`config.mk`:
```
export PLATFORM = sky130hd
export DESIGN_NAME = clrb_limit_bank
export DESIGN_NICKNAME = d
export VERILOG_FILES = /design/src/clrb_pkg.sv /design/src/clrb_sync.sv /design/src/clrb_limit_bank.sv
export SDC_FILE = /design/constraint.sdc
export NUM_CORES = 1
export LEC_CHECK = 0
export ABC_CLOCK_PERIOD_IN_PS = 1700
export BUFFER_PORTS_ARGS = -buffer_cell sky130_fd_sc_hd__buf_4
export CAP_MARGIN = 20
export CORE_AREA = 3 3 127 129
export CTS_BUF_LIST = sky130_fd_sc_hd__clkbuf_16
export CTS_CLUSTER_DIAMETER = 80
export DETAILED_ROUTE_END_ITERATION = 7
export DIE_AREA = 0 0 130 132
export PLACE_DENSITY = 0.71
export SETUP_SLACK_MARGIN = 0.5
export SLEW_MARGIN = 5
export SYNTH_ARGS = -nofsm -noshare
export SYNTH_HDL_FRONTEND = slang
export SYNTH_HIERARCHICAL = 1
export SYNTH_SLANG_ARGS = --single-unit
```
`constraint.sdc`:
```
create_clock -name clk -period 1.7 [get_ports clk]
set_input_delay 0.085 -clock clk [delete_from_list [all_inputs] [get_ports clk]]
set_output_delay 0.085 -clock clk [all_outputs]
set_load 0.02 [all_outputs]
```
`src/clrb_pkg.sv`:
```
`default_nettype none

package clrb_pkg;

    ////////////////////////////////////////////////////////////////////////////
    // Command codes of the word registers
    localparam logic [7:0] CMD_CHARGE_VOLTAGE_CEILING = 8'h15;
    localparam logic [7:0] CMD_LIMIT_DURATION_CODES = 8'h38;
    localparam logic [7:0] CMD_ADAPTER_LIMIT_SECONDARY = 8'h3B;
    localparam logic [7:0] CMD_ADAPTER_LIMIT_PRIMARY = 8'h3F;

    ////////////////////////////////////////////////////////////////////////////
    // Field layouts
    localparam int WORD_W = 16;
    localparam int LIMIT_W = 11;
    localparam int LIMIT_LSB = 2;
    localparam int LIMIT_MSB = 12;
    localparam int CEIL_W = 11;
    localparam int CEIL_LSB = 3;
    localparam int CEIL_MSB = 13;
    localparam int DUR_W = 3;
    localparam int DUR_PRI_LSB = 0;
    localparam int DUR_PRI_MSB = 2;
    localparam int DUR_SEC_LSB = 8;
    localparam int DUR_SEC_MSB = 10;

    ////////////////////////////////////////////////////////////////////////////
    // Clamp ceilings and reset values (codes, not physical units)
    localparam logic [LIMIT_W-1:0] LIMIT_CODE_MAX = 11'h5F0;
    localparam logic [CEIL_W-1:0] CEIL_CODE_MAX = 11'h6C0;
    localparam logic [LIMIT_W-1:0] SEC_DEFAULT_CODE_4MA = 11'h177;
    localparam logic [LIMIT_W-1:0] SEC_DEFAULT_CODE_8MA = 11'h0BB;
    localparam logic [LIMIT_W-1:0] LIMIT_RESET_CODE = 11'h000;
    localparam logic [CEIL_W-1:0] CEIL_RESET_CODE = 11'h000;
    localparam logic [DUR_W-1:0] DUR_RESET_CODE = 3'h0;

    ////////////////////////////////////////////////////////////////////////////
    // Duration code to microseconds
    localparam logic [15:0] PRI_DUR_US [8] = '{16'h2710, 16'h4E20, 16'h3A98, 16'h1388,
                                              16'h03E8, 16'h01F4, 16'h0064, 16'h0000};
    localparam logic [15:0] SEC_DUR_US [8] = '{16'h000A, 16'h0064, 16'h01F4, 16'h03E8,
                                              16'h012C, 16'h02EE, 16'h07D0, 16'h2710};

    ////////////////////////////////////////////////////////////////////////////
    // Whole state of the register bank
    typedef struct packed {
        logic [LIMIT_W-1:0] limPri;
        logic [LIMIT_W-1:0] limSec;
        logic [DUR_W-1:0] durPri;
        logic [DUR_W-1:0] durSec;
        logic [CEIL_W-1:0] ceil;
        logic [WORD_W-1:0] rdData;
        logic rdValid;
        logic cmdMiss;
        logic adapterSeen;
        logic [15:0] priMa;
        logic [15:0] secMa;
        logic [15:0] priDurUs;
        logic [15:0] secDurUs;
        logic [15:0] fullMv;
        logic [15:0] sysMv;
        logic regSys;
    } clrb_state_t;

endpackage : clrb_pkg

`default_nettype wire

```
`src/clrb_sync.sv`:
```
`default_nettype none

// Two-stage level synchroniser for quasi-static pins
module clrb_sync #(
    parameter int WIDTH = 1,
    parameter int STAGES = 2
) (
    input wire logic clk,
    input wire logic rst_n,
    input wire logic [WIDTH-1:0] pinIn,
    output logic [WIDTH-1:0] syncOut
);

    // Refuse a chain too short to settle metastability
    initial begin
        if (STAGES < 2 || WIDTH < 1) begin
            $error("clrb_sync: STAGES must be at least 2 and WIDTH at least 1");
        end
    end

    // Shift chain; only the next stage reads each flop
    logic [STAGES-1:0][WIDTH-1:0] chain_q;

    // Register every stage on every rising edge
    always_ff @(posedge clk) begin
        if (!rst_n) begin
            chain_q <= '0;
        end else begin
            chain_q <= {chain_q[STAGES-2:0], pinIn};
        end
    end

    // Last stage is the clean level
    assign syncOut = chain_q[STAGES-1];

endmodule : clrb_sync

`default_nettype wire

```
`src/clrb_limit_bank.sv`:
```
`default_nettype none

////////////////////////////////////////////////////////////////////////////////
// Limit register bank behind the word command port
////////////////////////////////////////////////////////////////////////////////

// Function
// - Primary limit 0x3F, secondary 0x3B words
// - Keep valid bits, clamp current at 6080mA
// - 20 milliohm: bits 12:2, 4mA LSB
// - 10 milliohm: 8mA LSB, max 12160mA
// - Adapter arrival loads primary from strap
// - Secondary defaults 1.5A unless battery first
// - Both current limits read back stored value
// - Duration word 0x38 keeps valid fields
// - Primary duration code bits 2:0 table
// - Secondary duration code bits 10:8 table
// - Voltage ceiling written at command 0x15
// - Keep valid bits, clamp at 13.824V
// - Ceiling bits 13:3, 8mV LSB, max code
// - Ceiling: full charge and bus target
module clrb_limit_bank
    import clrb_pkg::*;
#(
    parameter int STRAP_W = 11,
    parameter int SYNC_STAGES = 2
) (
    input wire logic clk,
    input wire logic rst_n,
    // Word command port from the protocol engine
    input wire logic [7:0] cmdCode,
    input wire logic wrStrobe,
    input wire logic [15:0] wrData,
    input wire logic rdStrobe,
    output logic [15:0] rdData,
    output logic rdValid,
    output logic cmdMiss,
    // Pins from the analog side
    input wire logic [STRAP_W-1:0] limitStrapPin,
    input wire logic adapterPresentPin,
    input wire logic batteryPresentPin,
    input wire logic senseTenMilliPin,
    // Charger core status on this clock
    input wire logic chargingActive,
    // Decoded settings towards the regulation loops
    output logic [15:0] adapterLimitPrimaryMa,
    output logic [15:0] adapterLimitSecondaryMa,
    output logic [15:0] primaryDurationUs,
    output logic [15:0] secondaryDurationUs,
    output logic [15:0] fullChargeLimitMv,
    output logic [15:0] systemRegTargetMv,
    output logic regulateSystemBus
);

    ////////////////////////////////////////////////////////////////////////////
    // Elaboration checks

    // The strap decodes straight into the limit field, so widths must agree
    initial begin
        if (STRAP_W != LIMIT_W) begin
            $error("clrb_limit_bank: STRAP_W must equal the limit field width");
        end
        if (SYNC_STAGES < 2) begin
            $error("clrb_limit_bank: SYNC_STAGES must be at least 2");
        end
    end

    ////////////////////////////////////////////////////////////////////////////
    // Pin synchronisation

    // Width of the bundle of pins that cross into this clock
    localparam int PIN_W = STRAP_W + 3;

    // Raw pin bundle
    logic [PIN_W-1:0] pinRaw;
    // Synchronised pin bundle
    logic [PIN_W-1:0] pinSync;

    // Strap is static while the adapter rises, so a plain per-bit chain is safe
    assign pinRaw = {limitStrapPin, adapterPresentPin, batteryPresentPin, senseTenMilliPin};

    // One synchroniser for every pin
    clrb_sync #(
        .WIDTH(PIN_W),
        .STAGES(SYNC_STAGES)
    ) u_pin_sync (
        .clk(clk),
        .rst_n(rst_n),
        .pinIn(pinRaw),
        .syncOut(pinSync)
    );

    // Clean strap code
    logic [LIMIT_W-1:0] strapCode;
    // Clean adapter level
    logic adapterPresent;
    // Clean battery level
    logic batteryPresent;
    // Clean sense resistor selection, high for 10 milliohm
    logic senseTenMilli;

    assign strapCode = pinSync[PIN_W-1 -: LIMIT_W];
    assign adapterPresent = pinSync[2];
    assign batteryPresent = pinSync[1];
    assign senseTenMilli = pinSync[0];

    ////////////////////////////////////////////////////////////////////////////
    // Helpers

    // Saturate a current limit code at the top of its range
    function automatic logic [LIMIT_W-1:0] clampLimit(input logic [LIMIT_W-1:0] code);
        logic [LIMIT_W-1:0] res;
        res = code;
        if (code > LIMIT_CODE_MAX) begin
            res = LIMIT_CODE_MAX;
        end
        return res;
    endfunction : clampLimit

    // Saturate a voltage ceiling code at the top of its range
    function automatic logic [CEIL_W-1:0] clampCeil(input logic [CEIL_W-1:0] code);
        logic [CEIL_W-1:0] res;
        res = code;
        if (code > CEIL_CODE_MAX) begin
            res = CEIL_CODE_MAX;
        end
        return res;
    endfunction : clampCeil

    // Scale a current code into milliamps for the chosen sense resistor
    function automatic logic [15:0] limitToMa(input logic [LIMIT_W-1:0] code, input logic tenMilli);
        logic [15:0] res;
        res = {3'h0, code, 2'h0};
        if (tenMilli) begin
            res = {2'h0, code, 3'h0};
        end
        return res;
    endfunction : limitToMa

    ////////////////////////////////////////////////////////////////////////////
    // State

    // Registered state
    clrb_state_t state_q;
    // Next state
    clrb_state_t state_d;

    // Decoded command hits
    logic hitPri;
    logic hitSec;
    logic hitDur;
    logic hitCeil;
    // Any known command
    logic hitAny;
    // Adapter arrival seen this cycle
    logic adapterRise;
    // Secondary default code for the active sense resistor
    logic [LIMIT_W-1:0] secDefault;

    assign hitPri = (cmdCode == CMD_ADAPTER_LIMIT_PRIMARY);
    assign hitSec = (cmdCode == CMD_ADAPTER_LIMIT_SECONDARY);
    assign hitDur = (cmdCode == CMD_LIMIT_DURATION_CODES);
    assign hitCeil = (cmdCode == CMD_CHARGE_VOLTAGE_CEILING);
    assign hitAny = hitPri | hitSec | hitDur | hitCeil;
    assign adapterRise = adapterPresent & ~state_q.adapterSeen;
    assign secDefault = senseTenMilli ? SEC_DEFAULT_CODE_8MA : SEC_DEFAULT_CODE_4MA;

    ////////////////////////////////////////////////////////////////////////////
    // Next-state logic

    // All register updates, the read path and the decoded outputs
    always_comb begin
        state_d = state_q;
        state_d.rdValid = 1'b0;
        state_d.cmdMiss = 1'b0;
        state_d.adapterSeen = adapterPresent;

        // Host writes keep only the field bits; the rest is dropped
        if (wrStrobe) begin
            if (hitPri) begin
                state_d.limPri = clampLimit(wrData[LIMIT_MSB:LIMIT_LSB]);
            end
            if (hitSec) begin
                state_d.limSec = clampLimit(wrData[LIMIT_MSB:LIMIT_LSB]);
            end
            if (hitDur) begin
                state_d.durPri = wrData[DUR_PRI_MSB:DUR_PRI_LSB];
                state_d.durSec = wrData[DUR_SEC_MSB:DUR_SEC_LSB];
            end
            if (hitCeil) begin
                state_d.ceil = clampCeil(wrData[CEIL_MSB:CEIL_LSB]);
            end
            if (!hitAny) begin
                // Unknown command: nothing stored, flag it
                state_d.cmdMiss = 1'b1;
            end
        end

        // Adapter arrival overrides a same-cycle primary write, and a secondary write when no battery is present
        if (adapterRise) begin
            state_d.limPri = clampLimit(strapCode);
            if (!batteryPresent) begin
                // Battery absent: no earlier setting to trust
                state_d.limSec = secDefault;
            end
        end

        // Read returns stored fields at their positions, zeros elsewhere
        if (rdStrobe) begin
            state_d.rdValid = 1'b1;
            state_d.rdData = '0;
            if (hitPri) begin
                state_d.rdData = {3'h0, state_q.limPri, 2'h0};
            end else if (hitSec) begin
                state_d.rdData = {3'h0, state_q.limSec, 2'h0};
            end else if (hitDur) begin
                state_d.rdData = {5'h00, state_q.durSec, 5'h00, state_q.durPri};
            end else if (hitCeil) begin
                state_d.rdData = {2'h0, state_q.ceil, 3'h0};
            end else begin
                // Unknown command reads as zero and is flagged
                state_d.cmdMiss = 1'b1;
            end
        end

        // Decoded physical values follow the stored codes one cycle later
        state_d.priMa = limitToMa(state_q.limPri, senseTenMilli);
        state_d.secMa = limitToMa(state_q.limSec, senseTenMilli);
        state_d.priDurUs = PRI_DUR_US[state_q.durPri];
        state_d.secDurUs = SEC_DUR_US[state_q.durSec];
        state_d.fullMv = {2'h0, state_q.ceil, 3'h0};
        // Bus regulation uses the ceiling unless a battery is charging
        state_d.regSys = ~batteryPresent | ~chargingActive;
        state_d.sysMv = state_d.regSys ? {2'h0, state_q.ceil, 3'h0} : 16'h0000;
    end

    ////////////////////////////////////////////////////////////////////////////
    // State register

    // Synchronous reset clears every field; the strap is caught later on arrival
    always_ff @(posedge clk) begin
        if (!rst_n) begin
            state_q <= '0;
            state_q.limPri <= LIMIT_RESET_CODE;
            state_q.limSec <= LIMIT_RESET_CODE;
            state_q.durPri <= DUR_RESET_CODE;
            state_q.durSec <= DUR_RESET_CODE;
            state_q.ceil <= CEIL_RESET_CODE;
        end else begin
            state_q <= state_d;
        end
    end

    ////////////////////////////////////////////////////////////////////////////
    // Outputs, all straight from the state register

    assign rdData = state_q.rdData;
    assign rdValid = state_q.rdValid;
    assign cmdMiss = state_q.cmdMiss;
    assign adapterLimitPrimaryMa = state_q.priMa;
    assign adapterLimitSecondaryMa = state_q.secMa;
    assign primaryDurationUs = state_q.priDurUs;
    assign secondaryDurationUs = state_q.secDurUs;
    assign fullChargeLimitMv = state_q.fullMv;
    assign systemRegTargetMv = state_q.sysMv;
    assign regulateSystemBus = state_q.regSys;

endmodule : clrb_limit_bank

`default_nettype wire

```
==> Yosys cells after proc, flatten, opt, wreduce, memory -nomap -nowiden <==
Memory sizes are Yosys's and may differ from the RTL's. A register that Yosys moved wholly into a read port is not among the register bits.
Index checks and enable logic that the tools add are counted.
Widths: inputs -> output; s select.
{ "word_totals": {"memories": 2, "rom_bits": 256, "out_inout_bits": 115, "word_cells": 77, "ff_bits": 149} }
{ "memory_table": {"columns": ["name", "depth", "word_bits", "rd", "rd_ports_with_merged_regs", "write_ports", "line_no", "text"], "rows": [
  ["(no name shown)", 8, 16, 1, 1, 0, "clrb_limit_bank.sv:230", "state_d.secDurUs = SEC_DUR_US[state_q.durSec];"],
  ["(no name shown)", 8, 16, 1, 1, 0, "clrb_limit_bank.sv:229", "state_d.priDurUs = PRI_DUR_US[state_q.durPri];"]
]} }
{ "classes": {"n_lt_le_gt_ge": 3, "n_mux": 25, "n_eq_ne": 4, "n_reduce_logical": 10, "n_bitwise": 11} }
{ "ops": {"columns": ["op", "count"], "rows": [
  ["$mux 11", 7],
  ["$mux 14", 5],
  ["$mux 39", 1],
  ["$gt 11x11->1 const B", 3],
  ["$mux 13", 2],
  ["$eq 8x6->1 const B", 3],
  ["$mux 22", 1],
  ["$reduce_and 2->1", 5],
  ["$mux 9", 1],
  ["$eq 8x5->1 const B", 1],
  ["$not 3->4", 2],
  ["$mux 1", 6],
  ["$mux 6", 1],
  ["$not 1->1", 4],
  ["$or 1x1->1", 4],
  ["$reduce_bool 2->1", 2],
  ["$logic_not 1->1", 2],
  ["$mux 2", 1],
  ["$reduce_or 2->1", 1],
  ["$and 1x1->1", 1]
]} }

==> Depth between registers and ports, before layout <==
Gate-level depths: netlist of the first run.
{ "depth": {"ltp_word": 11, "ltp_mapped": 6} }

==> By module <==
The synthesis of the first run kept the hierarchy.
{ "modules_own_cells": {"columns": ["mod", "n_inst", "area_each_um2", "cells_each", "seq_area_each_um2"], "rows": [
  ["clrb_limit_bank", 1, 5823.1, 621, 2542.4],
  ["clrb_sync", 1, 890.9, 72, 560.5]
]} }

==> Worst setup path before layout of the first run <==
Ideal clock, no wire load.
{ "synth_timing": {"path_type": "register to register", "start": "register u_pin_sync.chain_q (netlist bit u_pin_sync/syncOut[1])", "end": "register state_q[140] (netlist bit)", "period_less_slack_ns": 1.439, "path_stages_with_launch": 6, "slack_ns": 0.261, "arrival_ns": 1.301, "path_buffers": 2, "required_ns": 1.563, "path_cell_list": "dfxtp_1 buf_4 or3b_2 clkbuf_1 o2111ai_1 o221ai_1"} }
{ "synth_between": {"elab_chain_len": 2} }
{ "synth_lines": {"columns": ["item", "line_no", "text"], "rows": [
  ["start, declared", "clrb_sync.sv:22", "logic [STAGES-1:0][WIDTH-1:0] chain_q;"],
  ["start signal, assigned", "clrb_sync.sv:29", "chain_q <= {chain_q[STAGES-2:0], pinIn};"],
  ["$mux 11", "clrb_limit_bank.sv:202", "if (!batteryPresent) begin"],
  ["$mux 22", "clrb_limit_bank.sv:200", "if (adapterRise) begin"],
  ["end signal, assigned", "clrb_limit_bank.sv:250", "state_q <= state_d;"],
  ["end, declared", "clrb_limit_bank.sv:144", "clrb_state_t state_q;"]
]} }
No other way between the ends.
A chain may end at the register's enable or synchronous reset.

==> Final worst setup path of the first run <==
{ "layout_timing": {"start": "register state_q[97] (netlist bit)", "end": "register state_q[149] (netlist bit)"} }
{ "layout_between": {"elab_chain_len": 4, "word_cells_on_any_way": 6} }
{ "layout_lines": {"columns": ["item", "line_no", "text"], "rows": [
  ["$not 1->1 (*)", "clrb_limit_bank.sv:165", "assign adapterRise = adapterPresent & ~state_q.adapterSeen;"],
  ["$and 1x1->1 (*)", "clrb_limit_bank.sv:165", null],
  ["$reduce_bool 2->1 (no source line)", null, null],
  ["$reduce_and 2->1 (no source line)", null, null]
]} }
Mark *: on every way between the ends. The rest lies on a longest branch, timed or not.

==> impl_metrics.env, run 1 <==
export IMPL_status="complete, no violations"
export IMPL_path_cells="nand2b_2 -> nand2_2 -> o32ai_1"
export IMPL_ir_drop_mv=0.6674
export IMPL_area_growth_pct=18.93
export IMPL_io_buffers=127
export IMPL_clock_sinks=155
export IMPL_drt_iter0_drc=264
export IMPL_cp_end_kind="flip-flop"
export IMPL_finalClockSkew_ns=0.01299
export IMPL_clk_path_buf_depth=2
export IMPL_grt_start_max_net_pins=37
export IMPL_synthArstFlopShare_pct=0
export IMPL_crit_buf_inv=0
export IMPL_hold_start="rst_n"
export IMPL_yosysMostFrequentCell="dfxtp_1"
export IMPL_hold_path_class="in -> reg"
export IMPL_synth_edff_count=0
export IMPL_design_die_area_mm2=0.01716
export IMPL_synth_top_area_share_pct=46.22
export IMPL_required_ns=2.02
export IMPL_finalPower_w=0.007875
export IMPL_setup_tns_ns=0
export IMPL_arrival_ns=1.51
export IMPL_max_slew_margin_pct=61.24
export IMPL_final_layout_size_suffix_gt1_share_pct=29.95
export IMPL_post_drt_wl_per_cell_um=15.77
export IMPL_synth_seq_cells=155
export IMPL_pin_count=158
export IMPL_place_congestion=0.9406
export IMPL_final_area_mm2=0.007985
export IMPL_ctsHtreeMaxLevel=4
export IMPL_synth_area_mm2=0.006714
export IMPL_grt_pass1_wl_mm=23.06
export IMPL_ys_seq_area_share_pct=46.22
export IMPL_startpoint_type="flip-flop"
export IMPL_viasPerCell=4.978
export IMPL_cts_tree="yes"
export IMPL_num_vias=4759
export IMPL_synth_area_leaders="dfxtp_1 (46%), buf_4 (14%), mux2i_1 (6.6%)"
export IMPL_grt_pass1_vias=4366
export IMPL_critPathTopFamily="flip-flops"
export IMPL_p_leak_nw=3.474
export IMPL_netlist_instances=693
export IMPL_rsz0062_at_grt="true"
export IMPL_core_mm2=0.01515
export IMPL_clk_latency_ns=0.42
export IMPL_slew_violations=0
export IMPL_die_height_um=132
export IMPL_fmax_mhz=840.7
export IMPL_stdcell_count=956
export IMPL_overflow=0
export IMPL_routed_wl_mm=15.08
export IMPL_hold_viol=0
export IMPL_multi_input_area_mm2=0.002595
export IMPL_path_class="reg -> reg"
export IMPL_yosys_top_cells_count="dfxtp_1 (155), buf_4 (129), nor2_1 (49), mux2i_1 (44), nand2_1 (42)"
export IMPL_worst_r2r_startpoint="state_q[97]"
export IMPL_drv_cap=0
export IMPL_num_antenna_cells=0
export IMPL_nFillCells=1383
export IMPL_fin_crit_sh_pct=69.97
export IMPL_ys_warn_count=6
export IMPL_initial_core_util_pct=44.33
export IMPL_dr_pass1_iters=5
export IMPL_crit_path_max_fanout=7
export IMPL_cts_root_buf="clkbuf_16"
export IMPL_powerDensity_mw_per_mm2=986.2
export IMPL_critPathMaxStageDelay_ns=0.40
export IMPL_fin_nets=807
export IMPL_regArea_mm2=0.003122
export IMPL_rows=45
export IMPL_yosys_most_used_dff="dfxtp_1"
export IMPL_finalSetupViolCount=0
export IMPL_dp_cells=891
export IMPL_antenna_found_initial=0
export IMPL_utilization_pct=52.72
export IMPL_grt_use_total_pct=17.38
export IMPL_period_minus_slack_ns=1.189
export IMPL_drc=0
export IMPL_tightest_slew_ns=0.5814
export IMPL_post_synth_top_area_cell="dfxtp_1"
export IMPL_die_width_um=130
export IMPL_antenna_left=0
export IMPL_clk_pin_slew_ns=0.06
export IMPL_post_dp_cell_area_mm2=0.007032
export IMPL_ys_types=54
export IMPL_hpwl_mm=10.88
export IMPL_syn_avg_cell_area_um2=9.688
export IMPL_slowest_stage="dfxtp_2"
export IMPL_crit_path_start="state_q[97]"
export IMPL_cts_made_buffers=17
-- worst paths after layout --
path              depth (start not counted)                    end  slack (ns)
setup / recovery                          3           state_q[149]        0.51
hold / removal                            2  u_pin_sync/chain_q[8]        0.01
setup reg to reg                          3           state_q[149]        0.51
hold reg to reg                           1           state_q[145]        0.43
-- logic make-up (layout without fill, tap and decap cells) --
family	count (synthesis)	in the layout	share of synthesized area, %
simple gates	203	204	16.96
flops	155	155	46.22
mux	45	45	6.727
compound gates	103	103	10.73
buf+inv	176	223	17.50
fa+ha+maj	9	9	1.677
other cells	1	28	0.05585
xor+xnor	1	1	0.1305
-- power by group --
group	internal, W	switching [W]
logic	0.000254	0.000332
registers	0.00370	0.0000470
clock network	0.00203	0.00150
-- metrics by stage --
step                      worst slack [ns]  hold slack, ns
final                               0.5105         0.01308
after global routing                0.4598         0.02475
after CTS                           0.5011        0.003008
after detailed placement            0.2499          0.2968
after global placement              0.2785          0.2977
after floorplan                     0.4249          0.1799
-- placed cells by master (no fill, tap or decap), drive strengths merged, types with 2 or more instances in the layout --
cell	Yosys	routed
o2bb2ai	11	11
nand3	8	8
buf	143	145
or3b	2	3
or2	2	2
a211oi	5	5
a21o	3	3
dlygate4sd3	0	31
a311o	3	3
a21boi	2	2
clkinvlp	0	3
nor2	49	49
inv	15	20
nor2b	6	6
dfxtp	155	155
a21oi	35	35
nor4	5	5
ha	9	9
and2	47	47
and3	9	9
nand4	5	5
clkbuf	18	17
o21ai	11	11
nor3	4	4
a22oi	3	3
mux2i	44	44
conb	1	28
a311oi	6	6
o2111ai	9	9
and4	2	2
nand2	43	43
o32ai	3	3
a32o	6	6
nand2b	13	13
nor3b	3	3
clkinv	0	6
-- worst register-to-register path, cell delays in order (launching register included) --
cell and delay [ns]:
dfxtp_2 0.40, nand2b_2 0.22, nand2_2 0.14, o32ai_1 0.34
-- metal layers --
layer  wire, um  track usage, %  share of wire (%)
met5          0               0                  0
met3       1047           5.065                6.9
met2       7143           27.16                 47
met1       6346           21.75                 42
met4        541           8.661                3.6
-- repair_timing --
item,in CTS,in global routing
resized for setup,13,9
cloned,1,0
endpoints found under the setup margin,16,33
pin swaps,1,0
endpoints found under the hold margin,33,0
hold buffers,31,0
buffers inserted,1,0
-- layout make-up --
cell class / count / area share (%)
Multi-Input combinational cell: 390 / 32.50
Clock buffer: 17 / 5.327
Inverter: 15 / 0.7051
Tap cell: 188 / 2.946
Sequential cell: 155 / 39.09
Timing Repair Buffer: 176 / 17.67
Clock inverter: 15 / 1.755
-- state kept, by name (all words and copies together), names as in the netlist --
signal and cells:
state_q 29, rdData 14, u_pin_sync/chain_q 14, u_pin_sync/syncOut 14, primaryDurationUs 13, adapterLimitPrimaryMa 12, adapterLimitSecondaryMa 12, fullChargeLimitMv 11
secondaryDurationUs 11, state_d 11, systemRegTargetMv 11, cmdMiss 1, rdValid 1, regulateSystemBus 1
Power figures use the tool's default switching activity.
==> inputs of run 2 (changes only) <==
--- a/config.mk
+++ b/config.mk
@@ -5,15 +5,16 @@
 export SDC_FILE = /design/constraint.sdc
 export NUM_CORES = 1
 export LEC_CHECK = 0
-export ABC_CLOCK_PERIOD_IN_PS = 1700
+export ABC_AREA = 1
+export ABC_CLOCK_PERIOD_IN_PS = 1000
 export BUFFER_PORTS_ARGS = -buffer_cell sky130_fd_sc_hd__buf_4
 export CAP_MARGIN = 20
-export CORE_AREA = 3 3 127 129
+export CORE_AREA = 3 3 126 128
 export CTS_BUF_LIST = sky130_fd_sc_hd__clkbuf_16
 export CTS_CLUSTER_DIAMETER = 80
 export DETAILED_ROUTE_END_ITERATION = 7
-export DIE_AREA = 0 0 130 132
-export PLACE_DENSITY = 0.71
+export DIE_AREA = 0 0 129 131
+export PLACE_DENSITY = 0.75
 export SETUP_SLACK_MARGIN = 0.5
 export SLEW_MARGIN = 5
 export SYNTH_ARGS = -nofsm -noshare
==> constraint.sdc (replaced) <==
create_clock -name clk -period 1 [get_ports clk]
set_input_delay 0.05 -clock clk [delete_from_list [all_inputs] [get_ports clk]]
set_output_delay 0.05 -clock clk [all_outputs]
set_load 0.02 [all_outputs]
==> impl_metrics.env, run 2 <==
export IMPL_synth_top_area_share_pct=46.42
export IMPL_yosys_top_cells_count="nand2_1 (179), dfxtp_1 (155), buf_4 (126), inv_1 (118), nand3_1 (52)"
export IMPL_p_sw_w=0.003461
export IMPL_rows=45
export IMPL_antenna_left=0
export IMPL_ctsHtreeMaxLevel=4
export IMPL_period_minus_slack_ns=1.176
export IMPL_cts_made_buffers=17
export IMPL_reg2reg_depth=7
export IMPL_synth_area_leaders="dfxtp_1 (46%), buf_4 (14%), nand2_1 (10%)"
export IMPL_grt_use_total_pct=22.05
export IMPL_crit_path_max_fanout=8
export IMPL_hpwl_mm=11.97
export IMPL_core_mm2=0.01498
export IMPL_io_buffers=127
export IMPL_antenna_found_initial=0
export IMPL_post_synth_top_area_cell="dfxtp_1"
export IMPL_final_cell_mix="nand2_1 (130), buf_6 (121), dfxtp_2 (120)"
export IMPL_seqPwrFrac_pct=46.0
export IMPL_dr_wl_met3_mm=1.379
export IMPL_status="finished with violations"
export IMPL_clk_path_buf_depth=2
export IMPL_largest_register_ffs=29
export IMPL_worstSetupEndpoint="state_q[139]"
export IMPL_p_leak_nw=4.970
export IMPL_hold_buffers=14
export IMPL_nFillCells=1045
export IMPL_routed_wl_met2_mm=9.889
export IMPL_violations="negative hold slack, negative setup slack"
export IMPL_yosys_most_used_dff="dfxtp_1"
export IMPL_synth_area_mm2=0.006685
export IMPL_required_ns=1.31
export IMPL_final_layout_size_suffix_gt1_share_pct=61.70
export IMPL_ys_types=31
export IMPL_startpoint_type="flip-flop"
export IMPL_fin_ws_ns=-0.1764
export IMPL_overflow=0
export IMPL_post_dp_cell_area_mm2=0.007781
export IMPL_grt_pass1_wl_mm=28.89
export IMPL_p_int_w=0.01050
export IMPL_netlist_instances=856
export IMPL_highest_layer="met4"
export IMPL_powerDensity_mw_per_mm2=1343
export IMPL_finalSetupViolCount=24
export IMPL_ys_warn_count=6
export IMPL_synth_edff_count=0
export IMPL_r2r_end="state_q[139]"
export IMPL_combPwrFrac_pct=10.9
export IMPL_place_congestion=0.9268
export IMPL_post_place_ws_ns=-0.2610
export IMPL_finalClockSkew_ns=0.006851
export IMPL_fin_nets=1053
export IMPL_dr_pass1_iters=6
export IMPL_swShare_pct=24.78
export IMPL_fin_crit_sh_pct=117.6
export IMPL_grt_pass1_vias=5689
export IMPL_clock_sinks=155
export IMPL_drt_iter0_drc=419
export IMPL_power_share_clock_pct=43.1
export IMPL_design_die_area_mm2=0.01690
export IMPL_cts_tree="yes"
export IMPL_initial_core_util_pct=44.64
export IMPL_crit_path_start="u_pin_sync/syncOut[2]"
export IMPL_area_growth_pct=55.53
export IMPL_arrival_ns=1.49
export IMPL_ir_drop_mv=1.212
export IMPL_hold_viol=12
export IMPL_synth_seq_cells=155
export IMPL_met1Wirelength_mm=7.725
export IMPL_hold_path_class="in -> reg"
export IMPL_top_register="state_q"
export IMPL_drc=0
export IMPL_fmax_mhz=850.1
export IMPL_clk_latency_ns=0.42
export IMPL_rsz0062_at_grt="true"
export IMPL_viasPerCell=4.903
export IMPL_slew_violations=0
export IMPL_cp_end_kind="flip-flop"
export IMPL_pin_count=158
export IMPL_yosysMostFrequentCell="nand2_1"
export IMPL_clk_pin_slew_ns=0.06
export IMPL_ys_seq_area_share_pct=46.42
export IMPL_syn_avg_cell_area_um2=7.810
export IMPL_final_area_mm2=0.01040
export IMPL_r2r_slack_ns=-0.18
export IMPL_num_vias=5888
export IMPL_synthArstFlopShare_pct=0
export IMPL_die_height_um=131
export IMPL_grt_start_max_net_pins=29
export IMPL_holdWs_ns=-0.08657
export IMPL_post_drt_wl_per_cell_um=16.56
export IMPL_num_antenna_cells=0
export IMPL_cts_root_buf="clkbuf_16"
export IMPL_die_width_um=129
export IMPL_routed_wl_mm=19.88
export IMPL_path_class="reg -> reg"
export IMPL_worst_r2r_startpoint="u_pin_sync/syncOut[2]"
export IMPL_final_common_cell="nand2_1"
export IMPL_drv_cap=0
## run 2: per-stage QoR
stage	TNS, ns	hold WS, ns	power [W]	util, %	std cells
after floorplan	-4.395	0.1332	0.007298	-	883
after global placement	-7.432	0.2316	0.007624	51.95	1112
after detailed placement	-8.720	0.2315	0.007632	51.95	1112
after CTS	-1.993	-0.1263	0.01385	65.56	1190
after global routing	-4.929	-0.08431	0.01442	69.42	1201
final	-2.577	-0.08657	0.01396	69.42	1201
## run 2: final cells by class
cell class | count | area [um^2] | share of cell area, %
clock buffer | 18 | 450.4 | 4.332
timing repair buffer | 248 | 2609 | 25.09
timing repair inverter | 1 | 8.758 | 0.08424
clock inverter | 13 | 100.1 | 0.9627
tap | 188 | 235.2 | 2.262
inverter | 121 | 538.0 | 5.174
sequential | 155 | 3294 | 31.68
multi-input combinational | 457 | 3162 | 30.41
## run 2: kinds of logic after synthesis
| logic type | count (synthesis) | synth area share (%) |
|---|---|---|
| AO/OA/AOI/OAI | 117 | 9.396 |
| adder cells (fa/ha/maj) | 9 | 1.684 |
| buffers and inverters | 274 | 23.40 |
| flip-flops | 155 | 46.42 |
| other | 1 | 0.05609 |
| AND/OR/NAND/NOR | 300 | 19.05 |
## run 2: per-layer routing
metal  up-vias  track usage [%]
met5         -                0
met3        79            5.203
met2       276            38.11
met1      2720            25.88
li1       2813                -
met4         0            10.44
## run 2: critical path, cell delays in order, from the launching register on
cell and delay [ns]:
dfxtp_2 0.33, inv_2 0.04, nor2_4 0.15, inv_4 0.08, o21ai_1 0.20, inv_2 0.10
nor2_4 0.11, a21oi_1 0.05
## run 2: worst min-delay path by stage
| stage | from | end | slack (ns) | depth (start not counted) |
|---|---|---|---|---|
| 6_report | wrData[1] | state_q[131] | -0.09 | 3 |
| 5_1_grt | wrData[1] | state_q[131] | -0.08 | 3 |
| 4_1_cts | wrData[13] | state_d[30] | -0.13 | 3 |
| 3_5_place_dp | limitStrapPin[9] | u_pin_sync/chain_q[12] | 0.23 | 3 |
| 3_3_place_gp | limitStrapPin[9] | u_pin_sync/chain_q[12] | 0.23 | 3 |
| 2_1_floorplan | chargingActive | systemRegTargetMv[13] | 0.13 | 1 |
## run 2: timing repair
| action | in CTS | in global routing |
|---|---|---|
| pin swaps | 58 | 57 |
| resized for setup | 343 | 137 |
| hold endpoints to repair | 31 | 13 |
| setup buffers | 26 | 10 |
| cloned | 7 | 1 |
| setup endpoints to repair | 213 | 229 |
## run 2: power groups by stage
stage	sequential, W	combinational, W	clock [W]
6_report	0.00642	0.00153	0.00602
5_1_grt	0.00643	0.00163	0.00637
4_1_cts	0.00642	0.00137	0.00607
3_5_place_dp	0.00653	0.00110	0
3_3_place_gp	0.00653	0.00109	0
2_1_floorplan	0.00650	0.000797	0
==> inputs of run 3 (changes only) <==
--- a/config.mk
+++ b/config.mk
@@ -5,16 +5,15 @@
 export SDC_FILE = /design/constraint.sdc
 export NUM_CORES = 1
 export LEC_CHECK = 0
-export ABC_AREA = 1
+export ABC_AREA = 0
 export ABC_CLOCK_PERIOD_IN_PS = 1000
 export BUFFER_PORTS_ARGS = -buffer_cell sky130_fd_sc_hd__buf_4
 export CAP_MARGIN = 20
-export CORE_AREA = 3 3 126 128
-export CTS_BUF_LIST = sky130_fd_sc_hd__clkbuf_16
+export CORE_AREA = 3 3 127 129
 export CTS_CLUSTER_DIAMETER = 80
 export DETAILED_ROUTE_END_ITERATION = 7
-export DIE_AREA = 0 0 129 131
-export PLACE_DENSITY = 0.75
+export DIE_AREA = 0 0 130 132
+export PLACE_DENSITY = 0.74
 export SETUP_SLACK_MARGIN = 0.5
 export SLEW_MARGIN = 5
 export SYNTH_ARGS = -nofsm -noshare
==> impl_metrics.env, run 3 (same netlist as run 1, synthesis figures left out) <==
export IMPL_status="finished with violations"
export IMPL_violations="negative hold slack, negative setup slack"
export IMPL_cts_tree="yes"
export IMPL_grt_use_total_pct=21.15
export IMPL_core_mm2=0.01515
export IMPL_finalSetupViolCount=44
export IMPL_grt_start_max_net_pins=34
export IMPL_regArea_mm2=0.003313
export IMPL_antenna_found_initial=0
export IMPL_drt_iter0_drc=272
export IMPL_viasPerCell=5.138
export IMPL_initial_core_util_pct=44.33
export IMPL_required_ns=1.30
export IMPL_cts_made_buffers=17
export IMPL_nFillCells=1083
export IMPL_drc=0
export IMPL_drv_cap=0
export IMPL_grt_use_met2_pct=34.79
export IMPL_ctsHtreeMaxLevel=4
export IMPL_overflow=0
export IMPL_die_height_um=132
export IMPL_antenna_left=0
export IMPL_design_die_area_mm2=0.01716
export IMPL_period_minus_slack_ns=1.221
export IMPL_io_buffers=127
export IMPL_path_class="reg -> reg"
export IMPL_rows=45
export IMPL_powerDensity_mw_per_mm2=1384
export IMPL_startpoint_type="flip-flop"
export IMPL_cp_end_kind="flip-flop"
export IMPL_area_growth_pct=49.68
export IMPL_dr_pass1_iters=4
export IMPL_largest_register_ffs=29
export IMPL_finalClockSkew_ns=0.01129
export IMPL_num_vias=5343
export IMPL_grt_busiest_layer="met2"
export IMPL_top_register="state_q"
export IMPL_grt_pass1_wl_mm=27.82
export IMPL_arrival_ns=1.52
export IMPL_final_layout_size_suffix_gt1_share_pct=68.54
export IMPL_p_leak_nw=4.266
export IMPL_setup_tns_ns=-3.790
export IMPL_fin_ws_ns=-0.2211
export IMPL_hold_viol=33
export IMPL_clock_sinks=155
export IMPL_ir_drop_mv=1.284
export IMPL_crit_path_max_fanout=6
export IMPL_slew_violations=0
export IMPL_rsz0062_at_grt="true"
export IMPL_multi_input_area_mm2=0.003273
export IMPL_clk_path_buf_depth=2
export IMPL_grt_util_met1_pct=26.89
export IMPL_utilization_pct=66.35
export IMPL_num_antenna_cells=0
export IMPL_cts_root_buf="clkbuf_16"
export IMPL_pin_count=158
export IMPL_grt_pass1_vias=5111
export IMPL_holdWs_ns=-0.1697
export IMPL_post_dp_cell_area_mm2=0.007944
export IMPL_fmax_mhz=819.0
export IMPL_routed_wl_mm=18.59
export IMPL_final_cell_mix="buf_4 (125), buf_6 (122), dfxtp_2 (108)"
export IMPL_place_congestion=0.9463
export IMPL_clk_pin_slew_ns=0.07
export IMPL_die_width_um=130
export IMPL_fin_crit_sh_pct=122.1
export IMPL_post_drt_wl_per_cell_um=17.87
export IMPL_hpwl_mm=12.29
export IMPL_final_common_cell="buf_4"
export IMPL_final_area_mm2=0.01005
export IMPL_fin_nets=892
export IMPL_clk_latency_ns=0.43
export IMPL_met3_usage_pct=5.592
export IMPL_hold_path_class="in -> reg"
[run 3: cell count changes in the layout (fill, tap and decap cells not counted), moves of 15 or more]
cell	previous run	this run
and2_1	0	17
inv_1	77	5
buf_4	93	125
nand3_2	21	4
nand2_2	28	8
o22ai_2	18	0
nand2_1	130	29
mux2i_1	0	40
nand3_1	29	3
inv_2	26	4
nand2_4	21	6
and2_4	0	20
[run 3: area by class of cell]
cell class                 instances  area share, %
clock buffer                      20          4.345
clock inverter                    11          1.208
inverter                          15         0.7968
multi-input combinational        390          32.57
sequential                       155          32.97
tap                              188          2.341
timing repair buffer             261          25.77
[run 3: path summary, 6_finish.rpt]
check / from / to / slack, ns / cells after the start
worst max-delay path: u_pin_sync/syncOut[1] / state_q[140] / -0.22 / 3
worst min-delay path: limitStrapPin[7] / u_pin_sync/chain_q[10] / -0.17 / 2
worst max register to register: u_pin_sync/syncOut[1] / state_q[140] / -0.22 / 3
worst min register to register: u_pin_sync/chain_q[5] / u_pin_sync/syncOut[5] / 0.43 / 1
[run 3: per-stage QoR]
step | power [W] | setup WS, ns | hold slack (ns) | instances
floorplan | 0.007274 | -0.2754 | 0.1416 | 720
global placement | 0.007616 | -0.4138 | 0.2572 | 972
detailed placement | 0.007623 | -0.4060 | 0.2589 | 972
CTS | 0.01387 | -0.1871 | -0.1784 | 1023
global route | 0.01435 | -0.2264 | -0.1859 | 1040
finish | 0.01391 | -0.2211 | -0.1697 | 1040
[run 3: what timing repair did]
action | in CTS | in global routing
resized for setup | 320 | 70
gates cloned | 5 | 1
endpoints found under the hold margin | 33 | 32
setup endpoints to repair | 227 | 241
setup buffers | 15 | 16
pin swaps | 55 | 42
[run 3: where the power goes]
| part | leakage (nW) | internal (W) | switching [W] |
|---|---|---|---|
| combinational | 2.68 | 0.000676 | 0.000747 |
| clock | 0.263 | 0.00365 | 0.00249 |
| sequential | 1.32 | 0.00627 | 0.0000814 |
[run 3: routing by layer]
metal  vias to the layer above  part of all wire, %
met2                       244                   50
met4                         0                  2.3
li1                       2504                    -
met1                      2559                   39
met3                        36                  8.1
met5                         -                    0
[run 3: worst max-delay path: stages (launching register included)]
cell	delay (ns)
dfxtp_4	0.37
or3b_4	0.49
o2111ai_2	0.11
o221ai_1	0.13
